[src/include/cirs_defines.vh]
// register offsets, field positions, reset values and timing counts for the can interrupt block
`ifndef CIRS_DEFINES_VH
`define CIRS_DEFINES_VH

// ----------------------------------------------------------------------------
// register word offsets (byte address = 4 * index)
// ----------------------------------------------------------------------------
`define CIRS_IDX_FLAGS     4'h3
`define CIRS_IDX_CTRL      4'h8
`define CIRS_IDX_STATUS    4'h9
`define CIRS_IDX_EVT       4'hA
`define CIRS_IDX_EVT_MASK  4'hB
`define CIRS_IDX_FORCED    4'hC

// ----------------------------------------------------------------------------
// interrupt flag register bit positions
// ----------------------------------------------------------------------------
`define CIRS_BIT_RX        0
`define CIRS_BIT_TX        1
`define CIRS_BIT_ERR       2
`define CIRS_BIT_OVR       3
`define CIRS_BIT_WAKE      4

// ----------------------------------------------------------------------------
// control register bit positions (own control word)
// ----------------------------------------------------------------------------
`define CIRS_CTRL_RESET_REQ 0
`define CIRS_CTRL_RX_EN     1
`define CIRS_CTRL_TX_EN     2
`define CIRS_CTRL_ERR_EN    3
`define CIRS_CTRL_OVR_EN    4

// ----------------------------------------------------------------------------
// reset values and timing
// ----------------------------------------------------------------------------
`define CIRS_FLAGS_RESET   8'h00
`define CIRS_CTRL_RESET    8'h01
`define CIRS_BUS_FREE_CNT  128

`endif

[src/logic/cirs_recovery.v]
// bus-off recovery counter: waits a number of bus-free occurrences
`timescale 1ns/1ps
`include "cirs_defines.vh"

module cirs_recovery #(
  parameter COUNT = `CIRS_BUS_FREE_CNT
) (
  // clock and reset
  input  wire       clk,
  input  wire       sys_rst,
  // control
  input  wire       start,
  input  wire       bus_free_pulse,
  // result
  output reg        done,
  output wire       busy
);

  reg  [7:0] remaining;
  reg        running;

  assign busy = running;

  // count bus-free pulses; one done pulse when the count runs out
  always @(posedge clk) begin
    if (sys_rst) begin
      remaining <= 8'h00;
      running   <= 1'b0;
      done      <= 1'b0;
    end else begin
      done <= 1'b0;
      if (start && !running) begin
        remaining <= COUNT[7:0];
        running   <= 1'b1;
      end else if (running && bus_free_pulse) begin
        if (remaining == 8'h01) begin
          running <= 1'b0;
          done    <= 1'b1;
        end
        remaining <= remaining - 8'h01;
      end
    end
  end

endmodule

[src/logic/cirs_top.v]
// can interrupt flag register with reset-request forcing and avalon slave
`timescale 1ns/1ps
`include "cirs_defines.vh"

// What this block does
// - interrupt request high whenever any implemented flag bit is set
// - flag register read-only; a cpu read clears all flags
// - bits 7..5 reserved read zero; wake flag set on leaving sleep
// - overrun flag set on overrun store while overrun enable high
// - error flag set on error or bus status change while enabled
// - tx flag set on tx buffer locked-to-released edge while enabled
// - rx flag set on new receive message while enabled
// - overrun flag sets in the same cycle as data-overrun status
// - rx flag sets in the same cycle as receive-buffer-full status
// - reset request forces test off, wake, clear and release high, abort and tx low
// - reset request forces idle, complete, released, no overrun, empty; clears overrun, tx and rx flags
// - reference, rx selects high, bus and error low only after external reset
// - entering bus-off sets reset request until cpu clears it
// - after clear wait 128 bus-free occurrences, then bus on, errors cleared
module cirs_top #(
  parameter BUS_FREE_COUNT = `CIRS_BUS_FREE_CNT
) (
  // clock and reset
  input  wire        clk,
  input  wire        sys_rst,
  // avalon-mm slave
  input  wire [3:0]  avs_address,
  input  wire        avs_read,
  input  wire        avs_write,
  input  wire [31:0] avs_writedata,
  output reg  [31:0] avs_readdata,
  output wire        avs_waitrequest,
  // events from the controller core
  input  wire        sleep_exit,
  input  wire        overrun_store,
  input  wire        rx_msg_stored,
  input  wire        tx_buffer_released,
  input  wire        error_warning_status,
  input  wire        bus_off_enter,
  input  wire        bus_free_pulse,
  input  wire        ext_reset_seen,
  // raw status and command from the core
  input  wire        test_mode_in,
  input  wire        sleep_in,
  input  wire        clear_overrun_in,
  input  wire        release_rx_buffer_in,
  input  wire        abort_tx_in,
  input  wire        tx_request_in,
  input  wire        reference_in,
  input  wire        rx_input0_in,
  input  wire        rx_input1_in,
  input  wire        tx_active_in,
  input  wire        rx_active_in,
  input  wire        tx_complete_in,
  // forced views of control, command and status
  output reg         test_mode_bit,
  output reg         sleep_cmd,
  output reg         clear_overrun_cmd,
  output reg         release_rx_buffer_cmd,
  output reg         abort_tx_cmd,
  output reg         tx_request_cmd,
  output reg         reference_output_enable,
  output reg         rx_input0_select,
  output reg         rx_input1_select,
  output reg  [7:0]  status_reg,
  output reg         reset_request,
  output reg         error_counter_clear,
  // interrupts
  output wire        can_irq_request,
  output wire        sys_irq
);

  // --------------------------------------------------------------------------
  // state
  // --------------------------------------------------------------------------
  reg  [7:0] irq_flag_reg;
  reg  [7:0] control_reg;
  reg        bus_off_status;
  reg        err_status_q;
  reg        bus_off_q;
  reg        tbs_q;
  reg        ext_reset_latch;
  reg        data_overrun;
  reg        rx_full;
  reg  [2:0] evt_status;
  reg  [2:0] evt_mask;
  reg        rd_ack;
  reg        rr_q;
  reg  [7:0] next_flags;
  reg        next_overrun;
  reg        next_rx_full;
  wire       rec_done;
  wire       rec_busy;
  wire       req_active;
  wire       flags_read;
  wire       bus_off_rise;

  // the reset-request level used for forcing
  assign req_active = reset_request;

  // one-cycle read answer: waitrequest is high on the first cycle of a read
  assign avs_waitrequest = avs_read & ~rd_ack;
  assign flags_read      = avs_read & rd_ack & (avs_address == `CIRS_IDX_FLAGS);
  assign bus_off_rise    = bus_off_enter & ~bus_off_status;

  // --------------------------------------------------------------------------
  // bus-off recovery
  // --------------------------------------------------------------------------
  // recovery starts on the falling edge of reset request while bus-off; a cpu
  // that never clears reset request keeps the controller off the bus for good
  cirs_recovery #(
    .COUNT          (BUS_FREE_COUNT)
  ) u_recovery (
    .clk            (clk),
    .sys_rst        (sys_rst),
    .start          (bus_off_status & ~reset_request & rr_q),
    .bus_free_pulse (bus_free_pulse),
    .done           (rec_done),
    .busy           (rec_busy)
  );

  // read handshake register
  // waitrequest drops in the second cycle of every read; writes never wait
  always @(posedge clk) begin
    if (sys_rst)
      rd_ack <= 1'b0;
    else
      rd_ack <= avs_read & ~rd_ack;
  end

  // --------------------------------------------------------------------------
  // control register and reset request
  // --------------------------------------------------------------------------
  // writes to the control word; bus-off entry overrides a cpu clear of reset request
  // bit0 is reset request, bits 4..1 are the enables that gate the flag sets
  always @(posedge clk) begin
    if (sys_rst) begin
      control_reg <= `CIRS_CTRL_RESET;
      rr_q        <= 1'b0;
    end else begin
      rr_q <= reset_request;
      if (avs_write && avs_address == `CIRS_IDX_CTRL)
        control_reg <= avs_writedata[7:0];
      if (bus_off_rise)
        control_reg[`CIRS_CTRL_RESET_REQ] <= 1'b1;
    end
  end

  always @* begin
    reset_request = control_reg[`CIRS_CTRL_RESET_REQ];
  end

  // bus status: set on bus-off, cleared only when recovery finishes
  always @(posedge clk) begin
    if (sys_rst) begin
      bus_off_status      <= 1'b0;
      error_counter_clear <= 1'b0;
    end else begin
      error_counter_clear <= rec_done;
      if (bus_off_enter)
        bus_off_status <= 1'b1;
      else if (rec_done)
        bus_off_status <= 1'b0;
    end
  end

  // external-reset qualifier: held until the reset request is dropped
  // limitation: an external reset seen while reset request is low is forgotten
  always @(posedge clk) begin
    if (sys_rst)
      ext_reset_latch <= 1'b1;
    else if (ext_reset_seen)
      ext_reset_latch <= 1'b1;
    else if (!reset_request)
      ext_reset_latch <= 1'b0;
  end

  // --------------------------------------------------------------------------
  // local status bits: data overrun and receive buffer full
  // --------------------------------------------------------------------------
  // next values feed both the state and the status view, so the status bits
  // rise in the same cycle as their interrupt flags
  always @* begin
    next_overrun = data_overrun;
    next_rx_full = rx_full;
    if (req_active) begin
      next_overrun = 1'b0;
      next_rx_full = 1'b0;
    end else begin
      if (overrun_store)
        next_overrun = 1'b1;
      else if (clear_overrun_in)
        next_overrun = 1'b0;
      if (rx_msg_stored)
        next_rx_full = 1'b1;
      else if (release_rx_buffer_in)
        next_rx_full = 1'b0;
    end
  end

  // state registers for the two status bits
  always @(posedge clk) begin
    if (sys_rst) begin
      data_overrun <= 1'b0;
      rx_full      <= 1'b0;
    end else begin
      data_overrun <= next_overrun;
      rx_full      <= next_rx_full;
    end
  end

  // --------------------------------------------------------------------------
  // interrupt flag register
  // --------------------------------------------------------------------------
  // sets beat the read clear so an event in the read cycle is kept
  always @* begin
    next_flags = irq_flag_reg;
    if (flags_read)
      next_flags = `CIRS_FLAGS_RESET;
    if (sleep_exit)
      next_flags[`CIRS_BIT_WAKE] = 1'b1;
    if (overrun_store && control_reg[`CIRS_CTRL_OVR_EN])
      next_flags[`CIRS_BIT_OVR] = 1'b1;
    if ((error_warning_status != err_status_q || bus_off_status != bus_off_q)
        && control_reg[`CIRS_CTRL_ERR_EN])
      next_flags[`CIRS_BIT_ERR] = 1'b1;
    if (tx_buffer_released && !tbs_q && control_reg[`CIRS_CTRL_TX_EN])
      next_flags[`CIRS_BIT_TX] = 1'b1;
    if (rx_msg_stored && control_reg[`CIRS_CTRL_RX_EN])
      next_flags[`CIRS_BIT_RX] = 1'b1;
    if (req_active) begin
      next_flags[`CIRS_BIT_OVR] = 1'b0;
      next_flags[`CIRS_BIT_TX]  = 1'b0;
      next_flags[`CIRS_BIT_RX]  = 1'b0;
    end
    next_flags[7:5] = 3'h0;
  end

  // edge detectors start at the idle levels so no false edge follows reset
  always @(posedge clk) begin
    if (sys_rst) begin
      irq_flag_reg <= `CIRS_FLAGS_RESET;
      err_status_q <= 1'b0;
      bus_off_q    <= 1'b0;
      tbs_q        <= 1'b1;
    end else begin
      irq_flag_reg <= next_flags;
      err_status_q <= error_warning_status;
      bus_off_q    <= bus_off_status;
      tbs_q        <= tx_buffer_released;
    end
  end

  assign can_irq_request = |irq_flag_reg[4:0];

  // --------------------------------------------------------------------------
  // system event status with write-one-to-clear and mask
  // --------------------------------------------------------------------------
  // bit0 bus-off entry, bit1 recovery done, bit2 wake
  // a write-one clear loses to an event in the same cycle
  always @(posedge clk) begin
    if (sys_rst) begin
      evt_status <= 3'h0;
      evt_mask   <= 3'h0;
    end else begin
      if (avs_write && avs_address == `CIRS_IDX_EVT_MASK)
        evt_mask <= avs_writedata[2:0];
      evt_status <= (evt_status
                     & ~((avs_write && avs_address == `CIRS_IDX_EVT) ?
                         avs_writedata[2:0] : 3'h0))
                    | {sleep_exit, rec_done, bus_off_rise};
    end
  end

  assign sys_irq = |(evt_status & evt_mask);

  // --------------------------------------------------------------------------
  // forced outputs under reset request
  // --------------------------------------------------------------------------
  // registered so the data outputs come from flip-flops
  // the forced values hold for as long as reset request stays high
  always @(posedge clk) begin
    if (sys_rst) begin
      test_mode_bit           <= 1'b0;
      sleep_cmd               <= 1'b0;
      clear_overrun_cmd       <= 1'b1;
      release_rx_buffer_cmd   <= 1'b1;
      abort_tx_cmd            <= 1'b0;
      tx_request_cmd          <= 1'b0;
      reference_output_enable <= 1'b1;
      rx_input0_select        <= 1'b1;
      rx_input1_select        <= 1'b1;
      status_reg              <= 8'h0C;
    end else if (req_active) begin
      test_mode_bit         <= 1'b0;
      sleep_cmd             <= 1'b0;
      clear_overrun_cmd     <= 1'b1;
      release_rx_buffer_cmd <= 1'b1;
      abort_tx_cmd          <= 1'b0;
      tx_request_cmd        <= 1'b0;
      status_reg[5:0]       <= 6'h0C;
      // after an external reset these are forced, otherwise they follow the core
      reference_output_enable <= ext_reset_latch ? 1'b1 : reference_in;
      rx_input0_select        <= ext_reset_latch ? 1'b1 : rx_input0_in;
      rx_input1_select        <= ext_reset_latch ? 1'b1 : rx_input1_in;
      status_reg[7]           <= ext_reset_latch ? 1'b0 : bus_off_status;
      status_reg[6]           <= ext_reset_latch ? 1'b0 : error_warning_status;
    end else begin
      test_mode_bit           <= test_mode_in;
      sleep_cmd               <= sleep_in;
      clear_overrun_cmd       <= clear_overrun_in;
      release_rx_buffer_cmd   <= release_rx_buffer_in;
      abort_tx_cmd            <= abort_tx_in;
      tx_request_cmd          <= tx_request_in;
      reference_output_enable <= reference_in;
      rx_input0_select        <= rx_input0_in;
      rx_input1_select        <= rx_input1_in;
      status_reg <= {bus_off_status, error_warning_status, tx_active_in, rx_active_in,
                     tx_complete_in, tx_buffer_released, next_overrun, next_rx_full};
    end
  end

  // --------------------------------------------------------------------------
  // read data
  // --------------------------------------------------------------------------
  // data captured on the waitrequest cycle; unmapped reads return zero
  // the flag word comes from next_flags so an event in the capture cycle is
  // reported before the read clear of the following edge removes it
  always @(posedge clk) begin
    if (sys_rst)
      avs_readdata <= 32'h0000_0000;
    else if (avs_read && !rd_ack) begin
      case (avs_address)
        `CIRS_IDX_FLAGS:    avs_readdata <= {24'h00_0000, next_flags};
        `CIRS_IDX_CTRL:     avs_readdata <= {24'h00_0000, control_reg};
        `CIRS_IDX_STATUS:   avs_readdata <= {24'h00_0000, status_reg};
        `CIRS_IDX_EVT:      avs_readdata <= {29'h0000_0000, evt_status};
        `CIRS_IDX_EVT_MASK: avs_readdata <= {29'h0000_0000, evt_mask};
        `CIRS_IDX_FORCED:   avs_readdata <= {30'h0000_0000, rec_busy, ext_reset_latch};
        default:            avs_readdata <= 32'h0000_0000;
      endcase
    end
  end

endmodule

[config.mk]
export PLATFORM = sky130hd
export DESIGN_NAME = cirs_top
export DESIGN_NICKNAME = d
export VERILOG_FILES = /design/src/logic/cirs_recovery.v /design/src/logic/cirs_top.v
export VERILOG_INCLUDE_DIRS = /design/src /design/src/include
export SDC_FILE = /design/constraint.sdc
export NUM_CORES = 1
export LEC_CHECK = 0
export BUFFER_PORTS_ARGS = -buffer_cell sky130_fd_sc_hd__buf_4
export CORE_MARGIN = 2
export CORE_UTILIZATION = 48
export DETAILED_ROUTE_END_ITERATION = 8
export MAX_ROUTING_LAYER = met4
export PLACE_DENSITY = 0.76
export SYNTH_ARGS = -nofsm -noshare
export SYNTH_HDL_FRONTEND = slang
export SYNTH_HIERARCHICAL = 1
export SYNTH_SLANG_ARGS = --single-unit
[constraint.sdc]
create_clock -name clk -period 1.9 [get_ports clk]
set_input_delay 0.095 -clock clk [delete_from_list [all_inputs] [get_ports clk]]
set_output_delay 0.095 -clock clk [all_outputs]
set_load 0.02 [all_outputs]
=== Word-level counts from Yosys, hierarchy flattened ===
Index checks and enable logic that the tools add are counted.

* Bits in registers: 88
* Bits of input ports: 60
* Output and inout bits: 54
* Word-level logic and storage cells: 114

* Add/sub/neg operators: 1
* Equal/unequal tests: 9
* Mux-type cells: 33
* Bitwise gates (word level): 14
* Reductions and logical operators: 26

{| class="wikitable"
|+ Operators with widths
! kind !! number
|-
| case mux 8 bit (6 select lines) || 1
|-
| 2-to-1 mux 1 bit || 26
|-
| 2-to-1 mux 8 bit || 3
|-
| == test 4 bit, second input constant || 5
|-
| logical AND 1 bit || 11
|-
| == test 8 x 1 -> 1 bit, second input constant || 1
|-
| OR reduction 2 bit || 4
|-
| subtractor 8 x 1 -> 8 bit, second input constant || 1
|-
| bitwise AND 1 bit || 6
|-
| bitwise AND 3 bit || 2
|-
| nonzero test 2 bit || 3
|-
| OR reduction 3 bit || 2
|-
| 2-to-1 mux 5 bit || 1
|-
| OR reduction 5 bit || 1
|-
| == test 4 x 2 -> 1 bit, second input constant || 1
|-
| inverter 1 bit || 4
|-
| zero test 1 bit || 3
|-
| 2-to-1 mux 3 bit || 1
|-
| inverter 3 bit || 1
|-
| OR 3 bit || 1
|-
| 2-to-1 mux 2 bit || 1
|-
| inequality test 1 bit || 2
|-
| AND reduction 2 bit || 1
|-
| logical OR 1 bit || 1
|}

=== Logic depth before layout (Yosys ltp) ===
* Word-level depth: 6
* Mapped depth: 6
* Gate-level depth less buffers: 5

=== Cells and area by module ===
Netlist, hierarchy kept.

{| class="wikitable"
|+ Modules (own cells, without submodules)
! module !! times used !! cells an instance !! area each (um^2) !! seq. area each (um^2)
|-
| cirs_top || 1 || 257 || 2364.8 || 1081.0
|-
| cirs_recovery || 1 || 51 || 465.4 || 200.2
|}

=== Worst setup path before layout ===
OpenSTA, ideal clock, no wires.

* Path kind: input -> register
* From: input port avs_address[3]
* To: register control_reg[1]
* Library setup time: 0.128 ns
* Arrival time: 0.989 ns
* Data required time: 1.772 ns
* Setup slack: 0.783 ns
* Stages on the path: 6
* Buffers on the path: 2
* Cell sequence: buf_4 > and4bb_1 > nor2b_1 > buf_4 > mux2i_1 > nor2_1

* Longest elaborated chain between the ends: 2

{| class="wikitable"
|+ Ends and longest elaborated chain
! element !! RTL line !! text
|-
| start: declaration || cirs_top.v:27 || <nowiki>input wire [3:0] avs_address,</nowiki>
|-
| == test 4 bit || - ||
|-
| logical AND 1 bit (no line) || - ||
|-
| end signal: assignment || cirs_top.v:138 || <nowiki>control_reg <= `CIRS_CTRL_RESET;</nowiki>
|-
| end signal: assignment || cirs_top.v:143 || <nowiki>control_reg <= avs_writedata[7:0];</nowiki>
|-
| end: declaration || cirs_top.v:77 || <nowiki>reg [7:0] control_reg;</nowiki>
|}

No other way between the ends.
A chain may end at the register's enable or synchronous reset.

==> impl_results.md <==
* Number of fillers in the final layout at 494
* Post-detailed-route via-to-cell ratio at 5.09
* Commonest register cell after synthesis: sky130_fd_sc_hd__dfxtp_1
* I/O Buffers at 65
* DP Wirelength at 4450 um
* Start point of the critical path: u_recovery/remaining[3]$_SDFFE_PP0P_
* Clock tree from TritonCTS: done
* Worst slew margin at between 60% and 70%
* Leakage power total at ~1.5 nW
* Layout cell share with drive strength beyond 1 at about a quarter
* Wirelength per Cell at 13.7 um
* First-pass iteration count of the detailed router at 4
* Area of combinational cells with multiple inputs at roughly 0.0013 sq mm
* Result of the run: completed
* Crit Path Class: register to register
* Iteration-0 DRC count of the detailed router at 99
* Capturing element type of the critical path: register
* Yosys Warn Count at 6
* Via total after detailed routing at about 2400
* Full die area at 0.00653 sq mm
* Source of the worst register-to-register timing path: u_recovery/remaining[3]$_SDFFE_PP0P_
* Worst-margin pin slew at ~0.5 ns
* Total overflow reported by the global router at 0
* Clock latency of the later-clocked register in the worst-skew pair at 0.33 ns
* End of the worst register-to-register path: u_recovery/remaining[7]$_SDFFE_PP0P_
* Final critical path time including I/O delays and setup at 1.59 ns
* Power density normalized to cell area at 771 mW/mm^2
* Standard-cell rows at 27
* Register bit total from synthesis at 64
* CP max-delay cell: sky130_fd_sc_hd__or4_4
* Final standard cell count with taps included and fillers excluded at 467
* CP Launch Type: register
* Summed instance area of the synthesized netlist at 0.00283 sq mm
* Core region area at 0.00561 sq mm
* Peak ir drop on the vdd network at 0.000383 V
* Maximum fanout along the worst path at 8
* Number of global-route vias before repair at between 2000 and 2500
* Post-cts repair resize count at 0
* Unrepaired setup endpoints after global routing: false
* Minimum setup slack among reg-to-reg paths at 0.31 ns
* Max Cap Violations at 0
* CTS clock-pin slew for the worst setup and hold paths at 0.07 ns
* Setup Viol. Count Final at 0
* DRT antenna net count at 0
* CP required at 2.16 ns
* Share of the cycle needed by the critical path after routing at a little over four fifths
* TritonCTS Sinks at 64
* Sequential cell area at about 0.0013 sq mm
* Sequential share of the synthesized area at between 40% and 50%
* Number of enable-type register cells in the synthesized netlist at 0
* Clock tree root driver cell: sky130_fd_sc_hd__clkbuf_8
* Instance count of the mapped netlist at 308
* Hold wc startpoint: overrun_store
* Number of top-level pins at 114
* Sum of negative setup slack at 0 ns
* Chip height at 80.8 um
* Syn_area_per_cell at 9.19 sq um
* Initial antenna violation count at 0
* Worst min-delay path class: primary input to register
* Initial standard-cell utilization of the core at 50.5%
* Fin. max-slew vios at 0
* Largest stage delay on the critical path at 0.58 ns
* Unique cell type count in the Yosys netlist at 52
* Fin Clk Skew at 0.00828 ns
* Hold WS at 0.00710 ns
* Met3 Usage GRT at 3.89%
* Clock buffer count from CTS at 9
* Highest Clock Rate at approximately 630 MHz
* First-pass GRT wire length at 10400 um
* Global route hottest layer: met2
* DRC violation count after routing at 0
* Final Hold Vio Count at 0
* Placed cell count at 432
* Horizontal die dimension at 80.8 um
* Inserted Diodes at 0
* Capturing element of the worst setup path: u_recovery/remaining[7]$_SDFFE_PP0P_
* Endpoint arrival time on the critical path at 1.84 ns
* Number of H-tree levels at 3
* RD Place Congestion at 0.788
* Power consumption at 2.81 mW
* Met1 track utilization from global routing at a little over a quarter
* Cells along the critical path: or4_4 > or4_1 > a31oi_1
* Post-layout nets at 452
* Clock Tree Buf Depth at 2
* Total wire length after detailed routing at 6400 um
* Async S/R FF share, synth at 0%
* GR Layer Usage met2 at 35.0%
* Layout Area Growth over Synthesis at 28.8%
* Maximum number of pins on one net before global-route repair at 42
* Global routing usage summed across all routing layers at 21.5%
* Worst R2R Path Depth at 3
==> per-layer routing <==
layer	vias to the layer above	wire length [um]
li1	1183	-
met1	1113	2830
met2	73	3120
met3	10	344
met4	0	105
met5	-	0
==> area by class of cell <==
cell class	instances	share of cell area, %
Timing Repair Buffer	87	19.2
Clock buffer	13	4.36
Inverter	10	1.03
Sequential cell	64	35.2
Clock inverter	3	1.10
Multi-Input combinational cell	218	36.7
Tap cell	72	2.47
==> report_power, final <==
| group | internal [mW] | switching, mW |
|---|---|---|
| sequential | 1.36 | 0.0137 |
| clock | 0.674 | 0.487 |
| combinational | 0.124 | 0.151 |
| total | 2.16 | 0.652 |
==> critical path: cells and delay by family (launching register included) <==
family,cells,cell delay [ns]
AO/OA/AOI/OAI,1,0.16
flip-flops,1,0.36
AND/OR/NAND/NOR,2,0.99
==> per-stage QoR <==
stage                     utilization [%]  area (sq um)  worst slack [ns]
final                                65.0          3640             0.313
after global routing                 65.0          3640             0.237
after CTS                            65.0          3640             0.323
after detailed placement             58.1          3260             0.329
after global placement               58.1          3260             0.370
after floorplan                         -          2920             0.409
==> cell usage in the layout, fill, tap and decap left out, types with 2 or more instances in the layout <==
master                          count
sky130_fd_sc_hd__nor2b_1            5
sky130_fd_sc_hd__inv_1             10
sky130_fd_sc_hd__o21ai_0            4
sky130_fd_sc_hd__and2_1             8
sky130_fd_sc_hd__clkinv_2           2
sky130_fd_sc_hd__and4bb_1           2
sky130_fd_sc_hd__mux2i_1           19
sky130_fd_sc_hd__dfxtp_1           64
sky130_fd_sc_hd__or3b_1             2
sky130_fd_sc_hd__nand2b_1          10
sky130_fd_sc_hd__a31oi_1            2
sky130_fd_sc_hd__o21ai_1            2
sky130_fd_sc_hd__clkbuf_1           2
sky130_fd_sc_hd__clkbuf_8          11
sky130_fd_sc_hd__o22ai_1            3
sky130_fd_sc_hd__o32a_1             2
sky130_fd_sc_hd__buf_4             68
sky130_fd_sc_hd__nand3b_1           6
sky130_fd_sc_hd__a211oi_2           3
sky130_fd_sc_hd__a21oi_1           30
sky130_fd_sc_hd__xnor2_1            3
sky130_fd_sc_hd__nand3_1            5
sky130_fd_sc_hd__nor3_1             6
sky130_fd_sc_hd__or3_2              3
sky130_fd_sc_hd__or3_1              3
sky130_fd_sc_hd__nand4b_1           2
sky130_fd_sc_hd__nand2_1           14
sky130_fd_sc_hd__dlygate4sd3_1     19
sky130_fd_sc_hd__ha_1               2
sky130_fd_sc_hd__a22oi_1            2
sky130_fd_sc_hd__or2_2              3
sky130_fd_sc_hd__conb_1            24
sky130_fd_sc_hd__nor2_1            33
sky130_fd_sc_hd__a21boi_0           2
==> what timing repair did <==
| action | 4_1_cts | 5_1_grt |
|---|---|---|
| hold endpoints to repair | 22 | 0 |
| hold buffers | 19 | 0 |
| setup buffers | 0 | 0 |
==> Yosys cell counts, drive strengths merged (4+ instances only) <==
| master | instances | share of area (%) |
|---|---|---|
| nor2 | 33 | 4.4 |
| inv | 10 | 1.3 |
| dfxtp | 64 | 45 |
| mux2i | 19 | 6.7 |
| nor2b | 5 | 1.1 |
| nand2 | 14 | 1.9 |
| a211oi | 4 | 1.6 |
| nor3 | 6 | 1.1 |
| nand2b | 10 | 2.2 |
| a21oi | 30 | 5.3 |
| and2 | 8 | 1.8 |
| nand3b | 7 | 2.0 |
| or3 | 6 | 1.5 |
| nand3 | 5 | 0.88 |
| o21ai | 6 | 1.1 |
| o22ai | 4 | 1.1 |
| clkbuf | 7 | 0.97 |
| buf | 32 | 8.3 |
==> worst min-delay path by stage <==
stage | slack [ns] | cells past startpoint | to
3_3_place_gp | 0.28 | 2 | rx_input0_select$_SDFF_PP1_
6_report | 0.007 | 3 | status_reg[1]$_SDFF_PP0_
2_1_floorplan | 0.16 | 1 | u_recovery/remaining[7]$_SDFFE_PP0P_
4_1_cts | 0.000002 | 3 | status_reg[1]$_SDFF_PP0_
5_1_grt | 0.02 | 3 | control_reg[5]$_SDFFE_PP0P_
3_5_place_dp | 0.28 | 3 | release_rx_buffer_cmd$_SDFF_PP1_
==> cell families after synthesis <==
kind of cell	count (synthesis)	share of synthesized area (%)
buffers and inverters	49	10.6
and+or+nand+nor	110	21.7
other	1	0.132
AOI/OAI and AO/OA	60	13.8
DFF	64	45.3
muxes	19	6.72
xor gates and xnor gates	3	0.929
adders and majority gates	2	0.884
No activity file was read; power rests on OpenSTA's default activity.
